`src/hw/tbt_consts.svh`:
```
// How it works
// - Each scan copies the raw count into the baseline when the baseline gap is below the key's positive noise threshold.
// - Each key keeps a low-baseline counter that steps up when |raw - baseline| is above the negative noise threshold.
// - When that counter passes the key's low baseline reset limit, the baseline is forced to the raw count.
// - The counter returns to zero on any scan where |raw - baseline| is at or below the negative noise threshold.
// - A scan whose signal is above the lock threshold is thrown away and yields no touch decision.
// - A touch trigger event drives the active-low interrupt, and the host chooses which events count.
// - Sixteen channels each keep their own raw count, baseline, thresholds and status.
// - Channel 0 may be a buzzer, channel 12 a melody power control and channel 15 an address select.
// - The host reaches the device through a slave register port and must not overdrive its rate.
// - Sleep ends by itself when a scan senses a touch, without any host action.
// - Each key has a writable negative noise threshold that resets to 28h.
// - Each key has a writable low baseline reset limit that resets to 1Eh.
`ifndef TBT_CONSTS_SVH
`define TBT_CONSTS_SVH
`define TBT_RAW_W        16
`define TBT_THR_W        8
`define TBT_NTHR_RST     8'h28
`define TBT_LBR_RST      8'h1E
`define TBT_PTHR_RST     8'h28
`define TBT_FTHR_RST     8'h50
`define TBT_LOCK_RST     16'h03E8
`define TBT_ICFG_RST     3'h1
`define TBT_CNT_MAX      8'hFF
`define TBT_OFS_CTRL     4'h0
`define TBT_OFS_ICFG     4'h1
`define TBT_OFS_STAT     4'h2
`define TBT_OFS_MASK     4'h3
`define TBT_OFS_KEYS     4'h4
`define TBT_OFS_LOCK     4'h5
`define TBT_OFS_STATE    4'h6
`define TBT_RG_MISC      6'h00
`define TBT_RG_NTHR      6'h04
`define TBT_RG_LBR       6'h05
`define TBT_RG_PTHR      6'h06
`define TBT_RG_FTHR      6'h07
`define TBT_RG_BASE      6'h08
`define TBT_RG_RAW       6'h09
`define TBT_RG_CNT       6'h0A
`define TBT_EV_TOUCH     0
`define TBT_EV_REL       1
`define TBT_EV_LOCK      2
`define TBT_RESP_OKAY    2'h0
`define TBT_RESP_SLVERR  2'h2
`endif

```
`src/hw/tbt_pkg.sv`:
```
package tbt_pkg;
   typedef struct packed {
      logic [3:0]  key;
      logic [15:0] raw;
   } tbt_scan_t;
   typedef struct packed {
      logic sleep_req;
      logic key15_addr;
      logic key12_pow;
      logic key0_buzz;
   } tbt_ctrl_t;
endpackage

```
`src/hw/tbt_touch_baseline_tracker.sv`:
```
// Decided for this implementation: the AXI4-Lite register port and the register addresses.
`timescale 1ns/100ps
`include "tbt_consts.svh"
module tbt_touch_baseline_tracker #(
   parameter int NKEY = 16
) (
   input  wire logic              aclk,
   input  wire logic              aresetn,
   input  wire logic              scan_valid,
   input  wire tbt_pkg::tbt_scan_t scan_in,
   input  wire logic [11:0]       s_axi_awaddr,
   input  wire logic              s_axi_awvalid,
   output logic                   s_axi_awready,
   input  wire logic [31:0]       s_axi_wdata,
   input  wire logic [3:0]        s_axi_wstrb,
   input  wire logic              s_axi_wvalid,
   output logic                   s_axi_wready,
   output logic [1:0]             s_axi_bresp,
   output logic                   s_axi_bvalid,
   input  wire logic              s_axi_bready,
   input  wire logic [11:0]       s_axi_araddr,
   input  wire logic              s_axi_arvalid,
   output logic                   s_axi_arready,
   output logic [31:0]            s_axi_rdata,
   output logic [1:0]             s_axi_rresp,
   output logic                   s_axi_rvalid,
   input  wire logic              s_axi_rready,
   output logic                   touch_irq_n,
   output logic                   buzzer_sel,
   output logic                   melody_power_ctrl,
   output logic                   addr_sel,
   output logic                   sleep_active
);
   import tbt_pkg::*;

   function automatic logic [15:0] absdiff(input logic [15:0] a, input logic [15:0] b);
      absdiff = (a > b) ? a - b : b - a;
   endfunction

   function automatic logic [31:0] merge(input logic [31:0] o, input logic [31:0] d, input logic [3:0] s);
      for (int i = 0; i < 4; i++) begin
         if (s[i]) begin
            o[8*i +: 8] = d[8*i +: 8];
         end
      end
      merge = o;
   endfunction

   logic [15:0]    base_reg [NKEY];
   logic [15:0]    raw_reg  [NKEY];
   logic [7:0]     cnt_reg  [NKEY];
   logic [7:0]     nthr_reg [NKEY];
   logic [7:0]     lbr_reg  [NKEY];
   logic [7:0]     pthr_reg [NKEY];
   logic [7:0]     fthr_reg [NKEY];
   logic [NKEY-1:0] touch_reg;
   logic [15:0]    lock_reg;
   tbt_ctrl_t      ctrl_reg;
   logic [2:0]     icfg_reg, stat_reg, mask_reg, stat_next, ev;
   logic [3:0]     k, chk_key_q;
   logic [15:0]    cur_base, diff, sig, chk_raw_q;
   logic [7:0]     cur_cnt, cnt_inc;
   logic           pin_used, chan_ok, locked, eval, over, lbr_hit, upd_base, touched;

   // scan evaluation, lock check ahead of baseline and counter
   always_comb begin
      k        = scan_in.key;
      cur_base = base_reg[k];
      cur_cnt  = cnt_reg[k];
      diff     = absdiff(scan_in.raw, cur_base);
      sig      = (scan_in.raw > cur_base) ? scan_in.raw - cur_base : 16'h0000;
      pin_used = (k == 4'h0 && ctrl_reg.key0_buzz) || (k == 4'hC && ctrl_reg.key12_pow)
              || (k == 4'hF && ctrl_reg.key15_addr);
      chan_ok  = scan_valid && !pin_used;
      locked   = chan_ok && (sig > lock_reg);
      eval     = chan_ok && !locked;
      over     = diff > {8'h00, nthr_reg[k]};
      cnt_inc  = (cur_cnt == `TBT_CNT_MAX) ? cur_cnt : cur_cnt + 8'h01;
      lbr_hit  = over && (cnt_inc > lbr_reg[k]);
      upd_base = eval && ((diff < {8'h00, pthr_reg[k]}) || lbr_hit);
      touched  = sig >= {8'h00, fthr_reg[k]};
   end

   always_ff @(posedge aclk) begin
      if (!aresetn) begin
         for (int i = 0; i < NKEY; i++) begin
            base_reg[i] <= 16'h0000;
            cnt_reg[i]  <= 8'h00;
            raw_reg[i]  <= 16'h0000;
         end
      end else if (chan_ok) begin
         raw_reg[k] <= scan_in.raw;
         if (upd_base) begin
            base_reg[k] <= scan_in.raw;
         end
         if (eval) begin
            // counter restarts once it has forced the baseline
            cnt_reg[k] <= (!over || lbr_hit) ? 8'h00 : cnt_inc;
         end
      end
   end

   // touch decisions pause while asleep; tracking keeps running
   // the waking touch is kept, else sleep would be re-entered at once with the key still held
   always_ff @(posedge aclk) begin
      if (!aresetn) begin
         touch_reg <= '0;
      end else if (eval && (!sleep_active || touched)) begin
         touch_reg[k] <= touched;
      end
   end

   always_comb begin
      ev                = 3'h0;
      ev[`TBT_EV_TOUCH] = eval && !sleep_active && touched && !touch_reg[k];
      ev[`TBT_EV_REL]   = eval && !sleep_active && !touched && touch_reg[k];
      ev[`TBT_EV_LOCK]  = locked;
   end

   // register port: one write and one read in flight
   logic [11:0] awaddr_q;
   logic [31:0] wdata_q;
   logic [3:0]  wstrb_q;
   logic        wr_go, wr_ok, rd_ok;
   logic [31:0] wr_val, rd_val;
   logic [3:0]  wi, ri;
   assign wr_go  = !s_axi_awready && !s_axi_wready && !s_axi_bvalid;
   assign wi     = awaddr_q[5:2];
   assign ri     = s_axi_araddr[5:2];

   always_comb begin
      wr_ok = 1'b1;
      unique case (awaddr_q[11:6])
         `TBT_RG_MISC: wr_ok = wi <= `TBT_OFS_LOCK && wi != `TBT_OFS_KEYS;
         `TBT_RG_NTHR, `TBT_RG_LBR, `TBT_RG_PTHR, `TBT_RG_FTHR: wr_ok = 1'b1;
         default: wr_ok = 1'b0;
      endcase
      wr_val = merge(32'h0000_0000, wdata_q, wstrb_q);
   end

   always_comb begin
      rd_ok  = 1'b1;
      rd_val = 32'h0000_0000;
      unique case (s_axi_araddr[11:6])
         `TBT_RG_MISC: begin
            unique case (ri)
               `TBT_OFS_CTRL:  rd_val = {28'h0, ctrl_reg};
               `TBT_OFS_ICFG:  rd_val = {29'h0, icfg_reg};
               `TBT_OFS_STAT:  rd_val = {29'h0, stat_reg};
               `TBT_OFS_MASK:  rd_val = {29'h0, mask_reg};
               `TBT_OFS_KEYS:  rd_val = {16'h0, touch_reg};
               `TBT_OFS_LOCK:  rd_val = {16'h0, lock_reg};
               `TBT_OFS_STATE: rd_val = {31'h0, sleep_active};
               default:        rd_ok  = 1'b0;
            endcase
         end
         `TBT_RG_NTHR: rd_val = {24'h0, nthr_reg[ri]};
         `TBT_RG_LBR:  rd_val = {24'h0, lbr_reg[ri]};
         `TBT_RG_PTHR: rd_val = {24'h0, pthr_reg[ri]};
         `TBT_RG_FTHR: rd_val = {24'h0, fthr_reg[ri]};
         `TBT_RG_BASE: rd_val = {16'h0, base_reg[ri]};
         `TBT_RG_RAW:  rd_val = {16'h0, raw_reg[ri]};
         `TBT_RG_CNT:  rd_val = {24'h0, cnt_reg[ri]};
         default:      rd_ok  = 1'b0;
      endcase
   end

   always_ff @(posedge aclk) begin
      if (!aresetn) begin
         s_axi_awready <= 1'b1;
         s_axi_wready  <= 1'b1;
         s_axi_bvalid  <= 1'b0;
         s_axi_bresp   <= `TBT_RESP_OKAY;
         awaddr_q      <= 12'h000;
         wdata_q       <= 32'h0000_0000;
         wstrb_q       <= 4'h0;
      end else begin
         if (s_axi_awvalid && s_axi_awready) begin
            awaddr_q      <= s_axi_awaddr;
            s_axi_awready <= 1'b0;
         end
         if (s_axi_wvalid && s_axi_wready) begin
            wdata_q      <= s_axi_wdata;
            wstrb_q      <= s_axi_wstrb;
            s_axi_wready <= 1'b0;
         end
         if (wr_go) begin
            s_axi_bvalid  <= 1'b1;
            s_axi_bresp   <= wr_ok ? `TBT_RESP_OKAY : `TBT_RESP_SLVERR;
         end
         if (s_axi_bvalid && s_axi_bready) begin
            s_axi_bvalid  <= 1'b0;
            s_axi_awready <= 1'b1;
            s_axi_wready  <= 1'b1;
         end
      end
   end

   always_ff @(posedge aclk) begin
      if (!aresetn) begin
         s_axi_arready <= 1'b1;
         s_axi_rvalid  <= 1'b0;
         s_axi_rdata   <= 32'h0000_0000;
         s_axi_rresp   <= `TBT_RESP_OKAY;
      end else if (s_axi_arvalid && s_axi_arready) begin
         s_axi_arready <= 1'b0;
         s_axi_rvalid  <= 1'b1;
         s_axi_rdata   <= rd_val;
         s_axi_rresp   <= rd_ok ? `TBT_RESP_OKAY : `TBT_RESP_SLVERR;
      end else if (s_axi_rvalid && s_axi_rready) begin
         s_axi_rvalid  <= 1'b0;
         s_axi_arready <= 1'b1;
      end
   end

   // host-written settings
   always_ff @(posedge aclk) begin
      if (!aresetn) begin
         for (int i = 0; i < NKEY; i++) begin
            nthr_reg[i] <= `TBT_NTHR_RST;
            lbr_reg[i]  <= `TBT_LBR_RST;
            pthr_reg[i] <= `TBT_PTHR_RST;
            fthr_reg[i] <= `TBT_FTHR_RST;
         end
         lock_reg <= `TBT_LOCK_RST;
         icfg_reg <= `TBT_ICFG_RST;
         mask_reg <= 3'h0;
      end else if (wr_go && wr_ok) begin
         unique case (awaddr_q[11:6])
            `TBT_RG_NTHR: nthr_reg[wi] <= 8'(merge({24'h0, nthr_reg[wi]}, wdata_q, wstrb_q));
            `TBT_RG_LBR:  lbr_reg[wi]  <= 8'(merge({24'h0, lbr_reg[wi]}, wdata_q, wstrb_q));
            `TBT_RG_PTHR: pthr_reg[wi] <= 8'(merge({24'h0, pthr_reg[wi]}, wdata_q, wstrb_q));
            `TBT_RG_FTHR: fthr_reg[wi] <= 8'(merge({24'h0, fthr_reg[wi]}, wdata_q, wstrb_q));
            default: begin
               if (wi == `TBT_OFS_LOCK) lock_reg <= 16'(merge({16'h0, lock_reg}, wdata_q, wstrb_q));
               if (wi == `TBT_OFS_ICFG) icfg_reg <= 3'(merge({29'h0, icfg_reg}, wdata_q, wstrb_q));
               if (wi == `TBT_OFS_MASK) mask_reg <= 3'(merge({29'h0, mask_reg}, wdata_q, wstrb_q));
            end
         endcase
      end
   end

   logic w1c;
   assign w1c = wr_go && awaddr_q[11:6] == `TBT_RG_MISC && wi == `TBT_OFS_STAT;
   // a new event in the clearing cycle survives the clear
   assign stat_next = (stat_reg & ~(w1c ? wr_val[2:0] : 3'h0)) | (ev & icfg_reg);

   always_ff @(posedge aclk) begin
      if (!aresetn) begin
         stat_reg    <= 3'h0;
         touch_irq_n <= 1'b1;
      end else begin
         stat_reg    <= stat_next;
         touch_irq_n <= ~|(stat_next & mask_reg);
      end
   end

   // pin functions and sleep; wake needs no host write
   always_ff @(posedge aclk) begin
      if (!aresetn) begin
         ctrl_reg     <= '0;
         sleep_active <= 1'b0;
      end else begin
         if (wr_go && wr_ok && awaddr_q[11:6] == `TBT_RG_MISC && wi == `TBT_OFS_CTRL) begin
            ctrl_reg <= tbt_ctrl_t'(wr_val[3:0]);
         end
         if (sleep_active && eval && touched) begin
            sleep_active <= 1'b0;
         end else if (ctrl_reg.sleep_req && !sleep_active && !(|touch_reg)) begin
            sleep_active <= 1'b1;
         end
      end
   end

   always_ff @(posedge aclk) begin
      if (!aresetn) begin
         buzzer_sel        <= 1'b0;
         melody_power_ctrl <= 1'b0;
         addr_sel          <= 1'b0;
      end else begin
         buzzer_sel        <= ctrl_reg.key0_buzz;
         melody_power_ctrl <= ctrl_reg.key12_pow;
         addr_sel          <= ctrl_reg.key15_addr;
      end
   end

   always_ff @(posedge aclk) begin
      chk_key_q <= k;
      chk_raw_q <= scan_in.raw;
   end

   property p_base_track;
      @(posedge aclk) disable iff (!aresetn) eval && diff < {8'h00, pthr_reg[k]} |=> base_reg[chk_key_q] == chk_raw_q;
   endproperty
   a_base_track: assert property (p_base_track) else $error("baseline did not follow raw");
   property p_cnt_inc;
      @(posedge aclk) disable iff (!aresetn) eval && over && !lbr_hit |=> cnt_reg[chk_key_q] == $past(cnt_inc);
   endproperty
   a_cnt_inc: assert property (p_cnt_inc) else $error("low count did not step");
   property p_lbr_force;
      @(posedge aclk) disable iff (!aresetn) eval && lbr_hit |=> base_reg[chk_key_q] == chk_raw_q;
   endproperty
   a_lbr_force: assert property (p_lbr_force) else $error("baseline not forced at limit");
   property p_cnt_clear;
      @(posedge aclk) disable iff (!aresetn) eval && !over |=> cnt_reg[chk_key_q] == 8'h00;
   endproperty
   a_cnt_clear: assert property (p_cnt_clear) else $error("low count not cleared");
   property p_lock_skip;
      @(posedge aclk) disable iff (!aresetn) locked |=> base_reg[chk_key_q] == $past(cur_base) && $stable(touch_reg);
   endproperty
   a_lock_skip: assert property (p_lock_skip) else $error("locked scan changed state");
   property p_irq_level;
      @(posedge aclk) disable iff (!aresetn) $stable(mask_reg) |-> touch_irq_n == !(|(stat_reg & mask_reg));
   endproperty
   a_irq_level: assert property (p_irq_level) else $error("interrupt level wrong");
   property p_touch_set;
      @(posedge aclk) disable iff (!aresetn) ev[`TBT_EV_TOUCH] && icfg_reg[`TBT_EV_TOUCH] |=> stat_reg[`TBT_EV_TOUCH];
   endproperty
   a_touch_set: assert property (p_touch_set) else $error("touch event lost");
   property p_pin_skip;
      @(posedge aclk) disable iff (!aresetn) scan_valid && pin_used |=> base_reg[chk_key_q] == $past(cur_base);
   endproperty
   a_pin_skip: assert property (p_pin_skip) else $error("shared pin was tracked");
   property p_wake;
      @(posedge aclk) disable iff (!aresetn) sleep_active && eval && touched |=> !sleep_active;
   endproperty
   a_wake: assert property (p_wake) else $error("no wake on touch");
   property p_reset;
      @(posedge aclk) !aresetn |=> touch_irq_n && base_reg[0] == 16'h0000 && cnt_reg[0] == 8'h00;
   endproperty
   a_reset: assert property (p_reset) else $error("reset state wrong");
   property p_bresp;
      @(posedge aclk) disable iff (!aresetn) wr_go |=> s_axi_bvalid ##0 s_axi_bvalid [*1];
   endproperty
   a_bresp: assert property (p_bresp) else $error("write not answered");
endmodule

```
`config.mk`:
```
export PLATFORM = sky130hd
export DESIGN_NAME = tbt_touch_baseline_tracker
export DESIGN_NICKNAME = d
export VERILOG_FILES = /design/src/hw/tbt_pkg.sv /design/src/hw/tbt_touch_baseline_tracker.sv
export VERILOG_INCLUDE_DIRS = /design/src /design/src/hw
export SDC_FILE = /design/constraint.sdc
export NUM_CORES = 2
export LEC_CHECK = 0
export BUFFER_PORTS_ARGS = -buffer_cell sky130_fd_sc_hd__clkbuf_2
export CAP_MARGIN = 20
export CORE_MARGIN = 2
export CORE_UTILIZATION = 55
export DETAILED_ROUTE_END_ITERATION = 16
export PLACE_DENSITY_LB_ADDON = 0.25
export SLEW_MARGIN = 15
export SYNTH_ARGS = -nofsm -noshare
export SYNTH_HDL_FRONTEND = slang
export SYNTH_SLANG_ARGS = --single-unit
```
`constraint.sdc`:
```
create_clock -name aclk -period 14.2 [get_ports aclk]
set_input_delay 2.13 -clock aclk [delete_from_list [all_inputs] [get_ports aclk]]
set_output_delay 2.13 -clock aclk [all_outputs]
set_load 0.05 [all_outputs]
```
==> reports/metrics.cfg <==
[synth]
postSynthRegisterBits = 1253
yosys-top-cells-area = edfxtp_1 51%, mux4_2 22%, and2_1 3.1%
yosys_warning_count = 0
syn_inst = 4736
synth_seq_area_share_pct = 54.2
synthDominantAreaCellType = edfxtp_1
synth_flop_cell = edfxtp_1
synth_top_area_share_pct = 51.2
synth-async-reset-ratio_pct = 0
synth_edf_count = 1152
post_synth_instance_area_um2 = 67500
syn-mean-instance-area_um2 = 14.3
synth_cell_type_count = 78

[clocking]
post-cts-setup-buffer-count = 0
insertion_delay_ps = 790
worst_setup_hold_path_clk_slew_ps = 60
cts-root-buf = clkbuf_16
cts_inserted_buffers = 138
cts.hold.buffers_added = 0
cts-root-to-sink-buffers = 3
post_cts_resized = 0
cts-htree-levels = 4
tritoncts = built
numClockSinks = 1253

[placement]
pre_cts_ws_ps = 3420
gp_congestion = 0.987
placedInstanceArea_um2 = 69500
numPlacedInstances = 6144
numPortBuffers = 93
detailedPlacementHpwl_mm = 133

[worst_hold_path]
worstHoldEndpoint = awaddr_q[10]$_SDFFE_PN0P_
origin_of_the_worst_min_delay_path = awaddr_q[10]$_SDFFE_PN0P_
holdCritPathClass = register to register
timing.hold.worst_path_depth = 2

[die]
die_height_um = 354
fp.dieW_um = 354
initial_core_util_pct = 55.4
top_level_ports = 134
core_um2 = 122000
placementRows = 128
fp.dieArea_um2 = 126000

[critical_path]
reg2reg_depth = 21
critical_path.max_fanout = 68
worstSetupPathType = input pin to register
worst-endpoint-required_ps = 14680
endpoint_kind = register
critical_path.reg2reg.startpoint = base_reg[15][8]$_SDFFCE_PN0P_
startpoint_type = input pin
timing.rr.end = base_reg[8][13]$_SDFFCE_PN0P_
setup.reg_to_reg.worst_slack_ps = 5890
worst-endpoint-arrival_ps = 10580
crit_path_start = scan_in[16]

[power_and_ir_drop]
power.leakage_nw = 25.2
power.sequential.fraction_pct = 46.4
combPwrFrac_pct = 14.5
psw_w = 0.00246
worst_ir_drop_vdd_v = 0.000136
power_switching_share_pct = 27.2
power.density_cell_area_nw_per_um2 = 122
cell_internal_pwr_w = 0.00658
p_total_w = 0.00904
pwr-share-clk_pct = 39.0

[sta]
period_needed_ps = 10100
finalSetupViolations = 0
worst_slew_pin_slew_ps = 1180
finalCritPeriodShare_pct = 71.1
fmax_mhz = 99.0
skew_ps = 29.5
grt_setup_unrepaired = false
timing.final.hold_violations = 0
final.setup.tns_ps = 0
timing.final.max_slew_violations = 0
worst_slack_ps = 4100
slew_headroom_pct = 20.9

[global_routing]
grt_pass1_vias = 43752
grt_antenna_before_repair = 8
total_routing_resource_utilization_after_global_routing_pct = 33.2
grt_pass1_wl_mm = 300
gr-total-overflow = 0
largest_net_degree_at_the_start_of_global_routing = 107

[route]
route.detailed.vias_per_inst = 6.88
finalWirelength_mm = 207
dr_total_vias = 44025
route.antenna.remaining_nets = 0
drtIter0Drc = 6338
avgRoutedWirePerCell_um = 32.3
drc = 0
initial_drt_pass_iterations = 7

[outcome]
result_of_the_run = complete, no violations

[finish]
postLayoutCellArea_um2 = 73900
num-nets-final = 4833
area.growth.synth_to_final_pct = 9.52
layoutNonFillerInstCount = 6399
post_route_cells_drive_above_1_share_pct = 27.5
regArea_um2 = 36600
multi_input_comb_area_um2 = 28600
final.fill_count = 9099
n_antenna_cell = 0

[flow_run]
max_cap_viol_count = 0

==> cell families (layout without fill, tap and decap cells) <==
logic type | after synthesis | after routing | share of synthesized area (%)
multiplexers | 676 | 676 | 22.0
adder cells (fa/ha/maj) | 81 | 81 | 1.52
AO/OA/AOI/OAI | 402 | 402 | 3.86
buffers and inverters | 586 | 607 | 3.80
other | 1 | 18 | 0.00555
flip-flops | 1253 | 1253 | 54.2
XOR/XNOR | 29 | 29 | 0.376
AND/OR/NAND/NOR | 1708 | 1708 | 14.2
==> through the flow <==
| stage | utilization (%) | hold slack [ps] |
|---|---|---|
| 3_5_place_dp | 57.0 | 458 |
| 2_1_floorplan | - | 438 |
| 3_3_place_gp | 57.0 | 450 |
| 4_1_cts | 60.6 | 464 |
| 5_1_grt | 60.7 | 493 |
| 6_report | 60.7 | 463 |
==> worst max-delay path: stages <==
cell     delay, ps
buf_8          490
mux4_2         620
mux4_2         550
ha_1           630
nand4_1        240
or2_0          330
or3_1          380
o21ai_2        220
buf_4          350
nor2_1         170
ha_1           330
a21o_1         110
a21oi_1         80
o21ai_0        210
nand2_1         80
nor4_1         220
o32a_1         710
nor2_1         240
a21oi_4        220
buf_4          820
buf_4         1010
nor3_1         120
==> layout by cell type (no fill, tap or decap), types with 78 or more instances in the layout <==
cell type / netlist / layout
nor3_2: 131 / 132
edfxtp_1: 1152 / 1152
or3_1: 163 / 163
and2_1: 333 / 333
ha_1: 78 / 78
mux4_2: 646 / 646
o21ai_0: 137 / 111
nor3_1: 120 / 119
buf_4: 27 / 163
dfxtp_1: 101 / 93
clkbuf_16: 0 / 141
nor2_1: 399 / 397
clkbuf_2: 6 / 86
and3_1: 177 / 177
nand2_1: 168 / 166
==> synth_stat cells, drive strengths merged, types with 101 or more instances <==
master and n:
edfxtp 1152, o21ai 142, mux4 646, dfxtp 101
buf 153, clkbuf 341, and3 177, nor3 251
or3 163, nor2 409, nand2 168, and2 335
==> power by group through the flow <==
stage	registers (W)	clock network [W]	logic (W)
after floorplan	0.00425	0	0.000916
after global placement	0.00426	0	0.00128
after detailed placement	0.00427	0	0.00128
after CTS	0.00420	0.00355	0.00129
after global routing	0.00421	0.00369	0.00138
final	0.00420	0.00353	0.00131
==> final cells by class <==
class / instances / share of cell area (%)
clock buffer: 182 / 5.03
clock inverter: 67 / 0.873
inverter: 92 / 0.467
multi-input combinational: 2914 / 38.7
sequential: 1253 / 49.5
tap: 1625 / 2.75
timing repair buffer: 266 / 2.64
==> per-layer routing <==
metal / share of wire [%] / up-vias / track usage [%]
li1: - / 18186 / -
met5: 0.030 / - / 0
met2: 47 / 2898 / 51.7
met4: 5.4 / 10 / 16.4
met1: 36 / 22402 / 44.0
met3: 12 / 529 / 8.22
==> how the worst max path moves through the flow <==
| stage | cells after the start | endpoint |
|---|---|---|
| after detailed placement | 22 | base_reg[8][13]$_SDFFCE_PN0P_ |
| after floorplan | 28 | base_reg[11][0]$_SDFFCE_PN0P_ |
| after global placement | 22 | base_reg[9][14]$_SDFFCE_PN0P_ |
| final | 22 | base_reg[8][13]$_SDFFCE_PN0P_ |
| after CTS | 25 | base_reg[8][13]$_SDFFCE_PN0P_ |
| after global routing | 25 | base_reg[8][13]$_SDFFCE_PN0P_ |
(Power assumes the default switching activity.)
